## config.mk

```make
export PLATFORM = sky130hd
export DESIGN_NAME = csb_status_regs
export DESIGN_NICKNAME = d
export VERILOG_FILES = /design/src/common/csb_pkg.sv /design/src/csb_status_regs.sv
export SDC_FILE = /design/constraint.sdc
export NUM_CORES = 1
export LEC_CHECK = 0
export BUFFER_PORTS_ARGS = -buffer_cell sky130_fd_sc_hd__buf_4
export CAP_MARGIN = 25
export CORE_MARGIN = 3
export CORE_UTILIZATION = 43
export DETAILED_ROUTE_END_ITERATION = 6
export PLACE_DENSITY = 0.79
export RECOVER_POWER = 50
export SETUP_SLACK_MARGIN = 0.2
export SLEW_MARGIN = 0
export SYNTH_ARGS = -nofsm -noshare
export SYNTH_HDL_FRONTEND = slang
export SYNTH_SLANG_ARGS = --single-unit
```

## constraint.sdc

```tcl
create_clock -name sys_clk -period 1.6 [get_ports sys_clk]
set_input_delay 0.32 -clock sys_clk [delete_from_list [all_inputs] [get_ports sys_clk]]
set_output_delay 0.32 -clock sys_clk [all_outputs]
set_load 0.01 [all_outputs]
```

## src/common/csb_pkg.sv

```systemverilog
// Constants, register map and carrier types for the CAN status, event and bit-timing block
package csb_pkg;
    localparam int ADDR_W = 4;
    localparam int DATA_W = 16;
    // Register offsets
    localparam logic [3:0] OFS_FIFO_STATUS = 4'h0;
    localparam logic [3:0] OFS_EVENT_FLAGS = 4'h1;
    localparam logic [3:0] OFS_EVENT_ENABLES = 4'h2;
    localparam logic [3:0] OFS_ERROR_COUNTERS = 4'h3;
    localparam logic [3:0] OFS_BIT_TIMING_ONE = 4'h4;
    localparam logic [3:0] OFS_CLOCK_CONTROL = 4'h5;
    // Field positions
    localparam int POS_WRITE_PTR = 8;
    localparam int POS_READ_PTR = 0;
    localparam int POS_TX_BUS_OFF = 13;
    localparam int POS_ERROR_FLAG = 5;
    localparam int POS_JUMP = 6;
    localparam int POS_CLOCK_SELECT = 11;
    // Implemented event flag bits 7,6,5,3,2,1,0
    localparam logic [7:0] EVENT_MASK = 8'hEF;
    // Reset values
    localparam logic [7:0] RST_FLAGS = 8'h00;
    localparam logic [7:0] RST_ENABLES = 8'h00;
    localparam logic [7:0] RST_TIMING = 8'h00;
    localparam logic RST_CLOCK_SELECT = 1'b0;

    // Error state from the protocol engine
    typedef struct packed {
        logic tx_bus_off_state;
        logic tx_error_passive_state;
        logic rx_error_passive_state;
        logic tx_warning_state;
        logic rx_warning_state;
    } csb_err_state_type;

    // One-cycle event pulses from the protocol engine and buffer logic
    typedef struct packed {
        logic invalid_msg;
        logic wakeup;
        logic fifo_almost_full;
        logic rx_overflow;
        logic rx_buffer;
        logic tx_buffer;
    } csb_events_type;

    // Timing settings handed to the bit-timing logic
    typedef struct packed {
        logic [2:0] jump_quanta;
        logic [7:0] quantum_clocks;
        logic module_clock_select;
    } csb_timing_type;
endpackage : csb_pkg

```

## src/csb_status_regs.sv

```systemverilog
// Status, event flag, enable, error counter and bit-timing registers of the CAN block
//
// The address map and strobed register access were chosen for this implementation.
`timescale 1ns/1ps
module csb_status_regs (
    // Clock and reset
    input wire logic sys_clk,
    input wire logic reset,
    // Register port
    input wire logic [csb_pkg::ADDR_W-1:0] reg_addr,
    input wire logic [csb_pkg::DATA_W-1:0] reg_wdata,
    input wire logic reg_write,
    input wire logic reg_read,
    output logic [csb_pkg::DATA_W-1:0] reg_rdata,
    // Engine status
    input wire logic [5:0] fifo_write_pointer,
    input wire logic [5:0] fifo_next_read_pointer,
    input wire csb_pkg::csb_err_state_type err_state,
    input wire logic [7:0] tx_error_counter,
    input wire logic [7:0] rx_error_counter,
    input wire csb_pkg::csb_events_type events,
    // Outputs to the engine and interrupt controller
    output csb_pkg::csb_timing_type timing,
    output logic irq
);
    import csb_pkg::*;

    // Register state and the next value of each group
    logic [7:0] flags;
    logic [7:0] next_flags;
    logic [7:0] enables;
    logic [7:0] next_enables;
    logic [7:0] bit_timing;
    logic [7:0] next_bit_timing;
    logic clock_select;
    logic next_clock_select;
    logic [5:0] err_bits_prev;
    logic [5:0] next_err_bits_prev;
    logic [DATA_W-1:0] next_rdata;

    // Event and error helpers
    logic [5:0] err_bits;
    logic [5:0] err_rise;
    logic [7:0] set_vec;
    logic [7:0] clear_vec;

    // Error state under its register names
    logic tx_bus_off_state;
    logic tx_error_passive_state;
    logic rx_error_passive_state;
    logic tx_warning_state;
    logic rx_warning_state;
    logic any_warning_state;

    // Flag bits under their own names
    logic invalid_msg_flag;
    logic wakeup_flag;
    logic error_event_flag;
    logic fifo_almost_full_flag;
    logic rx_overflow_flag;
    logic rx_buffer_flag;
    logic tx_buffer_flag;

    // Enable bits under their own names
    logic invalid_msg_enable;
    logic wakeup_enable;
    logic error_event_enable;
    logic fifo_almost_full_enable;
    logic rx_overflow_enable;
    logic rx_buffer_enable;
    logic tx_buffer_enable;

    // Decoded strobes
    logic wr_flags;
    logic wr_enables;
    logic wr_timing;
    logic wr_clock;
    logic rd_fifo;
    logic rd_flags;
    logic rd_enables;
    logic rd_counts;
    logic rd_timing;
    logic rd_clock;

    // Read words before the output mux
    logic [DATA_W-1:0] fifo_word;
    logic [DATA_W-1:0] flag_word;
    logic [DATA_W-1:0] enable_word;
    logic [DATA_W-1:0] count_word;
    logic [DATA_W-1:0] timing_word;
    logic [DATA_W-1:0] clock_word;

    // Fields of the bit-timing register
    logic [1:0] resync_jump_width;
    logic [5:0] baud_prescaler;

    // Address match shared by the write and read decoders
    function automatic logic hit(input logic [ADDR_W-1:0] a, input logic [3:0] ofs);
        hit = (a == ofs);
    endfunction : hit

    // An eight-bit register reads in the low byte, upper byte zero
    function automatic logic [DATA_W-1:0] low_byte(input logic [7:0] v);
        low_byte = {8'h00, v};
    endfunction : low_byte

    // Jump width in quanta is the field plus one
    function automatic logic [2:0] jump_span(input logic [1:0] field);
        jump_span = {1'b0, field} + 3'h1;
    endfunction : jump_span

    // Quantum length in module clocks, 2 up to 128
    function automatic logic [7:0] quantum_span(input logic [5:0] field);
        quantum_span = {1'b0, field, 1'b0} + 8'h02;
    endfunction : quantum_span

    // Write strobes; writes to read-only or unmapped offsets fall through
    always_comb begin
        wr_flags = 1'b0;
        wr_enables = 1'b0;
        wr_timing = 1'b0;
        wr_clock = 1'b0;
        if (reg_write) begin
            wr_flags = hit(reg_addr, OFS_EVENT_FLAGS);
            wr_enables = hit(reg_addr, OFS_EVENT_ENABLES);
            wr_timing = hit(reg_addr, OFS_BIT_TIMING_ONE);
            wr_clock = hit(reg_addr, OFS_CLOCK_CONTROL);
        end
    end

    // Read strobes; an unmapped offset selects nothing and reads zero
    always_comb begin
        rd_fifo = 1'b0;
        rd_flags = 1'b0;
        rd_enables = 1'b0;
        rd_counts = 1'b0;
        rd_timing = 1'b0;
        rd_clock = 1'b0;
        if (reg_read) begin
            rd_fifo = hit(reg_addr, OFS_FIFO_STATUS);
            rd_flags = hit(reg_addr, OFS_EVENT_FLAGS);
            rd_enables = hit(reg_addr, OFS_EVENT_ENABLES);
            rd_counts = hit(reg_addr, OFS_ERROR_COUNTERS);
            rd_timing = hit(reg_addr, OFS_BIT_TIMING_ONE);
            rd_clock = hit(reg_addr, OFS_CLOCK_CONTROL);
        end
    end

    // Error state of the engine under its register names
    always_comb begin
        tx_bus_off_state = err_state.tx_bus_off_state;
        tx_error_passive_state = err_state.tx_error_passive_state;
        rx_error_passive_state = err_state.rx_error_passive_state;
        tx_warning_state = err_state.tx_warning_state;
        rx_warning_state = err_state.rx_warning_state;
        any_warning_state = tx_warning_state | rx_warning_state;
    end

    // Status bits 13:8, shared by the read word and the edge detector
    always_comb begin
        err_bits[5] = tx_bus_off_state;
        err_bits[4] = tx_error_passive_state;
        err_bits[3] = rx_error_passive_state;
        err_bits[2] = tx_warning_state;
        err_bits[1] = rx_warning_state;
        err_bits[0] = any_warning_state;
    end

    // Rising edge per state bit so a steady condition flags only once
    for (genvar b = 0; b < 6; b++) begin : g_err_rise
        assign err_rise[b] = err_bits[b] & ~err_bits_prev[b];
    end

    // Hardware set requests, one per implemented flag
    always_comb begin
        // Event pulses last one cycle; the flag holds them for software
        set_vec = 8'h00;
        set_vec[7] = events.invalid_msg;
        set_vec[6] = events.wakeup;
        set_vec[POS_ERROR_FLAG] = |err_rise;
        set_vec[3] = events.fifo_almost_full;
        set_vec[2] = events.rx_overflow;
        set_vec[1] = events.rx_buffer;
        set_vec[0] = events.tx_buffer;
    end

    // A written zero clears its flag; a written one leaves it alone
    for (genvar f = 0; f < 8; f++) begin : g_flag_clear
        assign clear_vec[f] = wr_flags & ~reg_wdata[f];
    end

    // Clear first, then set, so an event in the clearing cycle survives
    always_comb begin
        next_flags = flags & ~clear_vec;
        next_flags = next_flags | set_vec;
        next_flags = next_flags & EVENT_MASK;
    end

    always_ff @(posedge sys_clk) begin
        if (reset) begin
            flags <= RST_FLAGS;
        end else begin
            flags <= next_flags;
        end
    end

    // Enables: only implemented positions take a written one
    always_comb begin
        next_enables = enables;
        if (wr_enables) begin
            // Bit 4 cannot be enabled; it has no flag
            next_enables = reg_wdata[7:0] & EVENT_MASK;
        end
    end

    always_ff @(posedge sys_clk) begin
        if (reset) begin
            enables <= RST_ENABLES;
        end else begin
            enables <= next_enables;
        end
    end

    // Bit-timing register; the upper byte is not implemented
    always_comb begin
        next_bit_timing = bit_timing;
        if (wr_timing) begin
            // Meant for an idle engine; a change mid-frame is not guarded
            next_bit_timing = reg_wdata[7:0];
        end
    end

    always_ff @(posedge sys_clk) begin
        if (reset) begin
            bit_timing <= RST_TIMING;
        end else begin
            bit_timing <= next_bit_timing;
        end
    end

    // Module clock select
    always_comb begin
        next_clock_select = clock_select;
        if (wr_clock) begin
            // Takes effect at once; the engine owns the clock switch itself
            next_clock_select = reg_wdata[POS_CLOCK_SELECT];
        end
    end

    always_ff @(posedge sys_clk) begin
        if (reset) begin
            clock_select <= RST_CLOCK_SELECT;
        end else begin
            clock_select <= next_clock_select;
        end
    end

    // Previous error state for the edge detector
    // Zero after reset, so a state present at release flags once
    always_comb begin
        next_err_bits_prev = err_bits;
    end

    always_ff @(posedge sys_clk) begin
        if (reset) begin
            err_bits_prev <= 6'h00;
        end else begin
            err_bits_prev <= next_err_bits_prev;
        end
    end

    // Read words, each with its unimplemented bits held at zero
    always_comb begin
        fifo_word = '0;
        fifo_word[POS_WRITE_PTR +: 6] = fifo_write_pointer;
        fifo_word[POS_READ_PTR +: 6] = fifo_next_read_pointer;
    end

    always_comb begin
        flag_word = '0;
        flag_word[POS_TX_BUS_OFF -: 6] = err_bits;
        flag_word[7:0] = flags;
    end

    always_comb begin
        clock_word = '0;
        clock_word[POS_CLOCK_SELECT] = clock_select;
    end

    assign enable_word = low_byte(enables);
    // The error counters are live levels, not captured copies
    assign count_word = {tx_error_counter, rx_error_counter};
    assign timing_word = low_byte(bit_timing);

    // Read data mux; nothing selected returns zero
    always_comb begin
        // Strobes are one-hot, so at most one word is picked
        next_rdata = '0;
        if (rd_fifo) begin
            next_rdata = fifo_word;
        end
        if (rd_flags) begin
            next_rdata = flag_word;
        end
        if (rd_enables) begin
            next_rdata = enable_word;
        end
        if (rd_counts) begin
            next_rdata = count_word;
        end
        if (rd_timing) begin
            next_rdata = timing_word;
        end
        if (rd_clock) begin
            next_rdata = clock_word;
        end
    end

    // Read data stands for one cycle after the strobe, zero otherwise
    always_ff @(posedge sys_clk) begin
        if (reset) begin
            reg_rdata <= '0;
        end else begin
            reg_rdata <= next_rdata;
        end
    end

    // Field split of the bit-timing register
    always_comb begin
        resync_jump_width = bit_timing[POS_JUMP +: 2];
        baud_prescaler = bit_timing[5:0];
    end

    // Settings handed to the engine
    always_comb begin
        timing.jump_quanta = jump_span(resync_jump_width);
        timing.quantum_clocks = quantum_span(baud_prescaler);
        // Engine doubles its clock when set
        timing.module_clock_select = clock_select;
    end

    // Flag bits under their own names
    always_comb begin
        invalid_msg_flag = flags[7];
        wakeup_flag = flags[6];
        error_event_flag = flags[POS_ERROR_FLAG];
        fifo_almost_full_flag = flags[3];
        rx_overflow_flag = flags[2];
        rx_buffer_flag = flags[1];
        tx_buffer_flag = flags[0];
    end

    // Enable bits under their own names
    always_comb begin
        invalid_msg_enable = enables[7];
        wakeup_enable = enables[6];
        error_event_enable = enables[POS_ERROR_FLAG];
        fifo_almost_full_enable = enables[3];
        rx_overflow_enable = enables[2];
        rx_buffer_enable = enables[1];
        tx_buffer_enable = enables[0];
    end

    // Combined request; bit 4 has no flag and so no term
    always_comb begin
        irq = (invalid_msg_flag & invalid_msg_enable)
            | (wakeup_flag & wakeup_enable)
            | (error_event_flag & error_event_enable)
            | (fifo_almost_full_flag & fifo_almost_full_enable)
            | (rx_overflow_flag & rx_overflow_enable)
            | (rx_buffer_flag & rx_buffer_enable)
            | (tx_buffer_flag & tx_buffer_enable);
    end
endmodule : csb_status_regs

```

# ---- Word level (Yosys, flattened, before mapping)
# Cells that the tools add are included.
dict set report classes {
  add_sub_neg 2
  n_eq_ne 5
  muxes 16
  bitwise 45
  reduce_logical 4
}
# op n
set ops {}
lappend ops {{$mux W16} 3}
lappend ops {{$mux W12} 2}
lappend ops {{$and A1 B1 Y1} 21}
lappend ops {{$mux W14} 1}
lappend ops {{$not A1 Y1} 14}
lappend ops {{$mux W1} 10}
lappend ops {{$add A7 B2 Y8 const B} 1}
lappend ops {{$and A8 B8 Y8} 1}
lappend ops {{$eq A4 B2 Y1 const B} 2}
lappend ops {{$eq A4 B3 Y1 const B} 2}
lappend ops {{$not A8 Y8} 1}
lappend ops {{$or A8 B8 Y8} 1}
lappend ops {{$or A1 B1 Y1} 7}
lappend ops {{$reduce_or A6 Y1} 1}
lappend ops {{$eq A4 B1 Y1 const B} 1}
lappend ops {{$logic_not A4 Y1} 1}
lappend ops {{$add A2 B1 Y3 const B} 1}
lappend ops {{$reduce_or A3 Y1} 1}
lappend ops {{$reduce_or A2 Y1} 1}
dict set report totals {
  ff_bits 46
  in_bits 63
  wordCells 81
}

# ---- Logic depth before layout (Yosys ltp)
dict set report depth {
  word_depth 8
  ltp_mapped 6
}

# ---- Least setup slack after synthesis
# OpenSTA, ideal clock, no wires.
dict set report synth_path {
  path_kind {input-to-reg}
  startpoint {input port reg_addr[3] in the netlist's numbering}
  endpoint {register reg_rdata[7] in the netlist's numbering}
  arrival_time_ns 1.396
  path_slack_ns 0.083
  cell_stages 5
  path_buffers 2
  cell_sequence {buf_6 or3b_1 buf_6 o31ai_1 a2bb2o_1}
}
dict set report synth_between {
  elab_chain_cells 6
  elab_cells_between_ends 15
  cone_classes {5 x eq/ne; 9 x mux; 1 x reduce/logical}
}
# element line_no
set synth_lines {}
lappend synth_lines {{start: declaration} csb_status_regs.sv:10} ;# input wire logic [csb_pkg::ADDR_W-1:0] reg_addr,
lappend synth_lines {{$eq A4 B1 Y1} csb_status_regs.sv:99} ;# hit = (a == ofs);
lappend synth_lines {{$mux W1} csb_status_regs.sv:139} ;# if (reg_read) begin
lappend synth_lines {{$mux W16} csb_status_regs.sv:302} ;# if (rd_flags) begin
lappend synth_lines {{$mux W16} csb_status_regs.sv:305} ;# if (rd_enables) begin
lappend synth_lines {{$mux W16} csb_status_regs.sv:308} ;# if (rd_counts) begin
lappend synth_lines {{$mux W12} csb_status_regs.sv:311} ;# if (rd_timing) begin
lappend synth_lines {{end signal: assignment} csb_status_regs.sv:324} ;# reg_rdata <= next_rdata;
lappend synth_lines {{end: declaration} csb_status_regs.sv:14} ;# output logic [csb_pkg::DATA_W-1:0] reg_rdata,
# Parallel ways exist; a longest one is shown, timed or not.
# A chain may end at the register's enable or synchronous reset.

# ---- Worst setup path after layout
dict set report layout_path {
  startpoint {register flags[7]}
  endpoint {output port irq}
}
dict set report layout_between {
  elab_chain_cells 7
}
# element line_no
set layout_lines {}
lappend layout_lines {{start: declaration} csb_status_regs.sv:29} ;# logic [7:0] flags;
lappend layout_lines {{start signal: assignment} csb_status_regs.sv:203} ;# flags <= next_flags;
lappend layout_lines {{$and A1 B1 Y1} csb_status_regs.sv:366} ;# irq = (invalid_msg_flag & invalid_msg_enable)
lappend layout_lines {{$or A1 B1 Y1} csb_status_regs.sv:367} ;# | (wakeup_flag & wakeup_enable)
lappend layout_lines {{$or A1 B1 Y1} csb_status_regs.sv:368} ;# | (error_event_flag & error_event_enable)
lappend layout_lines {{$or A1 B1 Y1} csb_status_regs.sv:369} ;# | (fifo_almost_full_flag & fifo_almost_full_enable)
lappend layout_lines {{$or A1 B1 Y1} csb_status_regs.sv:370} ;# | (rx_overflow_flag & rx_overflow_enable)
lappend layout_lines {{$or A1 B1 Y1} csb_status_regs.sv:371} ;# | (rx_buffer_flag & rx_buffer_enable)
lappend layout_lines {{$or A1 B1 Y1} csb_status_regs.sv:372} ;# | (tx_buffer_flag & tx_buffer_enable);
lappend layout_lines {{end: declaration} csb_status_regs.sv:24} ;# output logic irq
# No other way between the ends.

==> results.yml <==
status:
  violations: "setup timing"
  outcome: "finished with violations"
power:
  p_leak_nw: 1.303
  powerDensity_nw_per_um2: 766.5
  ir_worst_vdd_uv: 364.3
cts:
  cts_tree: "yes"
  clk_latency_ps: 310
  clock_path_buffers: 2
  clk_pin_slew_ps: 90
  cts_sinks: 45
  root_buffer: "clkbuf_8"
  cts_buffers: 5
  htreeDepth: 2
timing:
  period_share_pct: 102.8
  drv_slew: 0
  max_freq_ghz: 0.6077
  finalHoldViolCount: 0
  rsz0062_at_grt: "yes"
  relSlewSlack_pct: 63.99
  clock_skew_ps: 8.687
  layout_setup_ws_ps: -45.46
  worst_pin_slew_ps: 540.2
  period_minus_slack_ps: 1645
  setup_violations: 1
cells_and_area:
  finish.utilization_pct: 65.69
  diodes: 0
  fin_nets: 415
  drive_gt1_share_pct: 37.89
  syn_to_final_growth_pct: 42.97
  fillers: 426
route:
  drtPass1Iterations: 5
  wl_mm: 7.206
  remaining_drc_errors: 0
  vias_per_cell: 5.758
  ant_nets: 0
  wire_per_inst_um: 17.24
  drt_iter0_drc: 191
  vias: 2407
logic_synthesis:
  syn_nets: 314
  ys_seq_area_share_pct: 40.18
  avgSynthCellArea_um2: 9.005
  ys_ff_latch: 45
  syn_inst: 249
  synth-edff-count: 0
  synthFlopType: "dfxtp_1"
  synthesis.area_um2: 2242
  synth_warnings: 0
  async_reset_ff_share_pct: 0
  synth_cell_types: 46
floorplanning:
  row_count: 25
  core-area_um2: 4880
  die_area_um2: 6117
  io_pins: 92
  die_x_um: 78.21
  start_util_pct: 45.95
  die_y_um: 78.21
job:
  cap_violations: 0
place:
  hpwl_mm: 5.119
  portBuffers: 83
  pre_cts_slack_ps: 9.393
  gp_congestion: 0.8447
global_routing:
  gr-total-overflow: 0
  antenna_found_initial: 0
  first_global_vias: 2355
  grt_max_degree: 27
  grt_pass1_wl_mm: 11.28
  grt_usage_pct: 23.56
critical_path:
  r2r_setup_slack_ps: 420
  crit_type: "flip-flop to primary output"
  worst_setup_path_start_kind: "flip-flop"
  endpoint_kind: "primary output"
  cp.required_ps: 1280
  arrival_ps: 1330
  critPathMaxFanout: 3
hold_path:
  min_path_type: "input pin to flip-flop"
where the power goes:
group          switching, W  leakage [nW]  internal [W]
clock              0.000395        0.0585      0.000510
combinational      0.000185         0.874      0.000199
sequential        0.0000199         0.371       0.00115
cells in the final DEF (no fill, tap or decap), drive strengths merged, types with 3 or more instances in the layout:
master	Yosys	final
buf	15	90
o31ai	11	11
or3b	7	7
a21oi	30	30
mux4	3	3
inv	14	14
clkbuf	5	31
nor3	4	4
mux2	4	4
nand2	7	7
nor2	3	3
xnor2	3	3
nand3b	5	5
a22oi	3	3
o21ai	16	16
a22o	6	6
nand3	25	25
nor2b	9	9
dfxtp	45	45
final cells by class:
class / count / area, um^2 / area share (%)
clock buffers: 7 / 86.33 / 2.693
multi-input cells: 170 / 1245 / 38.84
clock inverters: 1 / 30.03 / 0.9368
flip-flops and latches: 45 / 914.6 / 28.53
well taps: 67 / 83.83 / 2.615
inverters: 14 / 52.55 / 1.639
repair buffers: 114 / 793.3 / 24.75
sequential cells by signal (all words and copies together), names as in the netlist:
signal and count:
reg_rdata 16, bit_timing 8, enables 7, flags 7, err_bits_prev 6, clock_select 1
stage by stage:
| step | instances | total power (W) | instance area [um^2] | hold slack, ps | TNS [ps] |
|---|---|---|---|---|---|
| 2_1_floorplan | 249 | 0.001382 | 2267 | 398.5 | 0 |
| 3_3_place_gp | 404 | 0.001576 | 3027 | 475.6 | 0 |
| 3_5_place_dp | 404 | 0.001581 | 3027 | 480.1 | 0 |
| 4_1_cts | 417 | 0.002463 | 3261 | 216.7 | -7.502 |
| 5_1_grt | 418 | 0.002549 | 3206 | 216.6 | -423.5 |
| 6_report | 418 | 0.002457 | 3206 | 210.4 | -45.46 |
synthesized netlist by cell type, types with 3 or more instances:
cell type	n	share of area, %
clkbuf_1	5	0.84
o31ai_1	11	3.7
xnor2_1	3	1.2
nand2_1	7	1.2
buf_2	9	2.0
nor2b_1	9	2.5
nor2_1	3	0.50
a22o_1	6	2.3
a22oi_1	3	1.0
or3b_2	6	2.3
o21ai_0	16	3.6
nor3_1	3	0.67
inv_1	14	2.3
mux4_2	3	3.0
dfxtp_1	45	40
buf_4	3	1.0
nand3b_1	5	1.7
a21oi_1	30	6.7
nand3_1	25	5.6
mux2_2	4	2.0
critical path, stage by stage, from the launching register on:
cell      delay, ps
dfxtp_2         340
a222oi_1        380
nand3_1         140
buf_4           170
layer usage:
layer	vias to the layer above	wire [um]	GRT usage, %
li1	1105	-	-
met3	30	728	6.307
met1	1119	2662	26.29
met4	0	247	10.66
met2	153	3568	41.70
met5	-	0	0
repair_timing:
item	in CTS	in global routing
setup endpoints to repair	8	6
hold buffers	0	0
gates resized for setup	22	7
buffers inserted	5	1
pin swaps	6	8
path summary, 6_finish.rpt:
kind,from,end,depth (start not counted)
worst min register to register,flags[7]$_SDFF_PP0_,flags[7]$_SDFF_PP0_,2
worst max register to register,enables[7]$_SDFFE_PP0P_,reg_rdata[7]$_SDFF_PP0_,3
worst max-delay path,flags[7]$_SDFF_PP0_,irq,3
worst min-delay path,tx_error_counter[7],reg_rdata[15]$_SDFF_PP0_,2
cells by family after synthesis:
family,Yosys count,share of synthesized area [%]
DFF,45,40.18
buffers and inverters,34,7.366
adders and majority gates,2,1.116
xor gates and xnor gates,5,1.953
other,1,0.1673
and+or+nand+nor,75,21.37
AOI/OAI and AO/OA,80,22.82
muxes,7,5.022
Note: power is estimated with default switching activity, not from simulation.
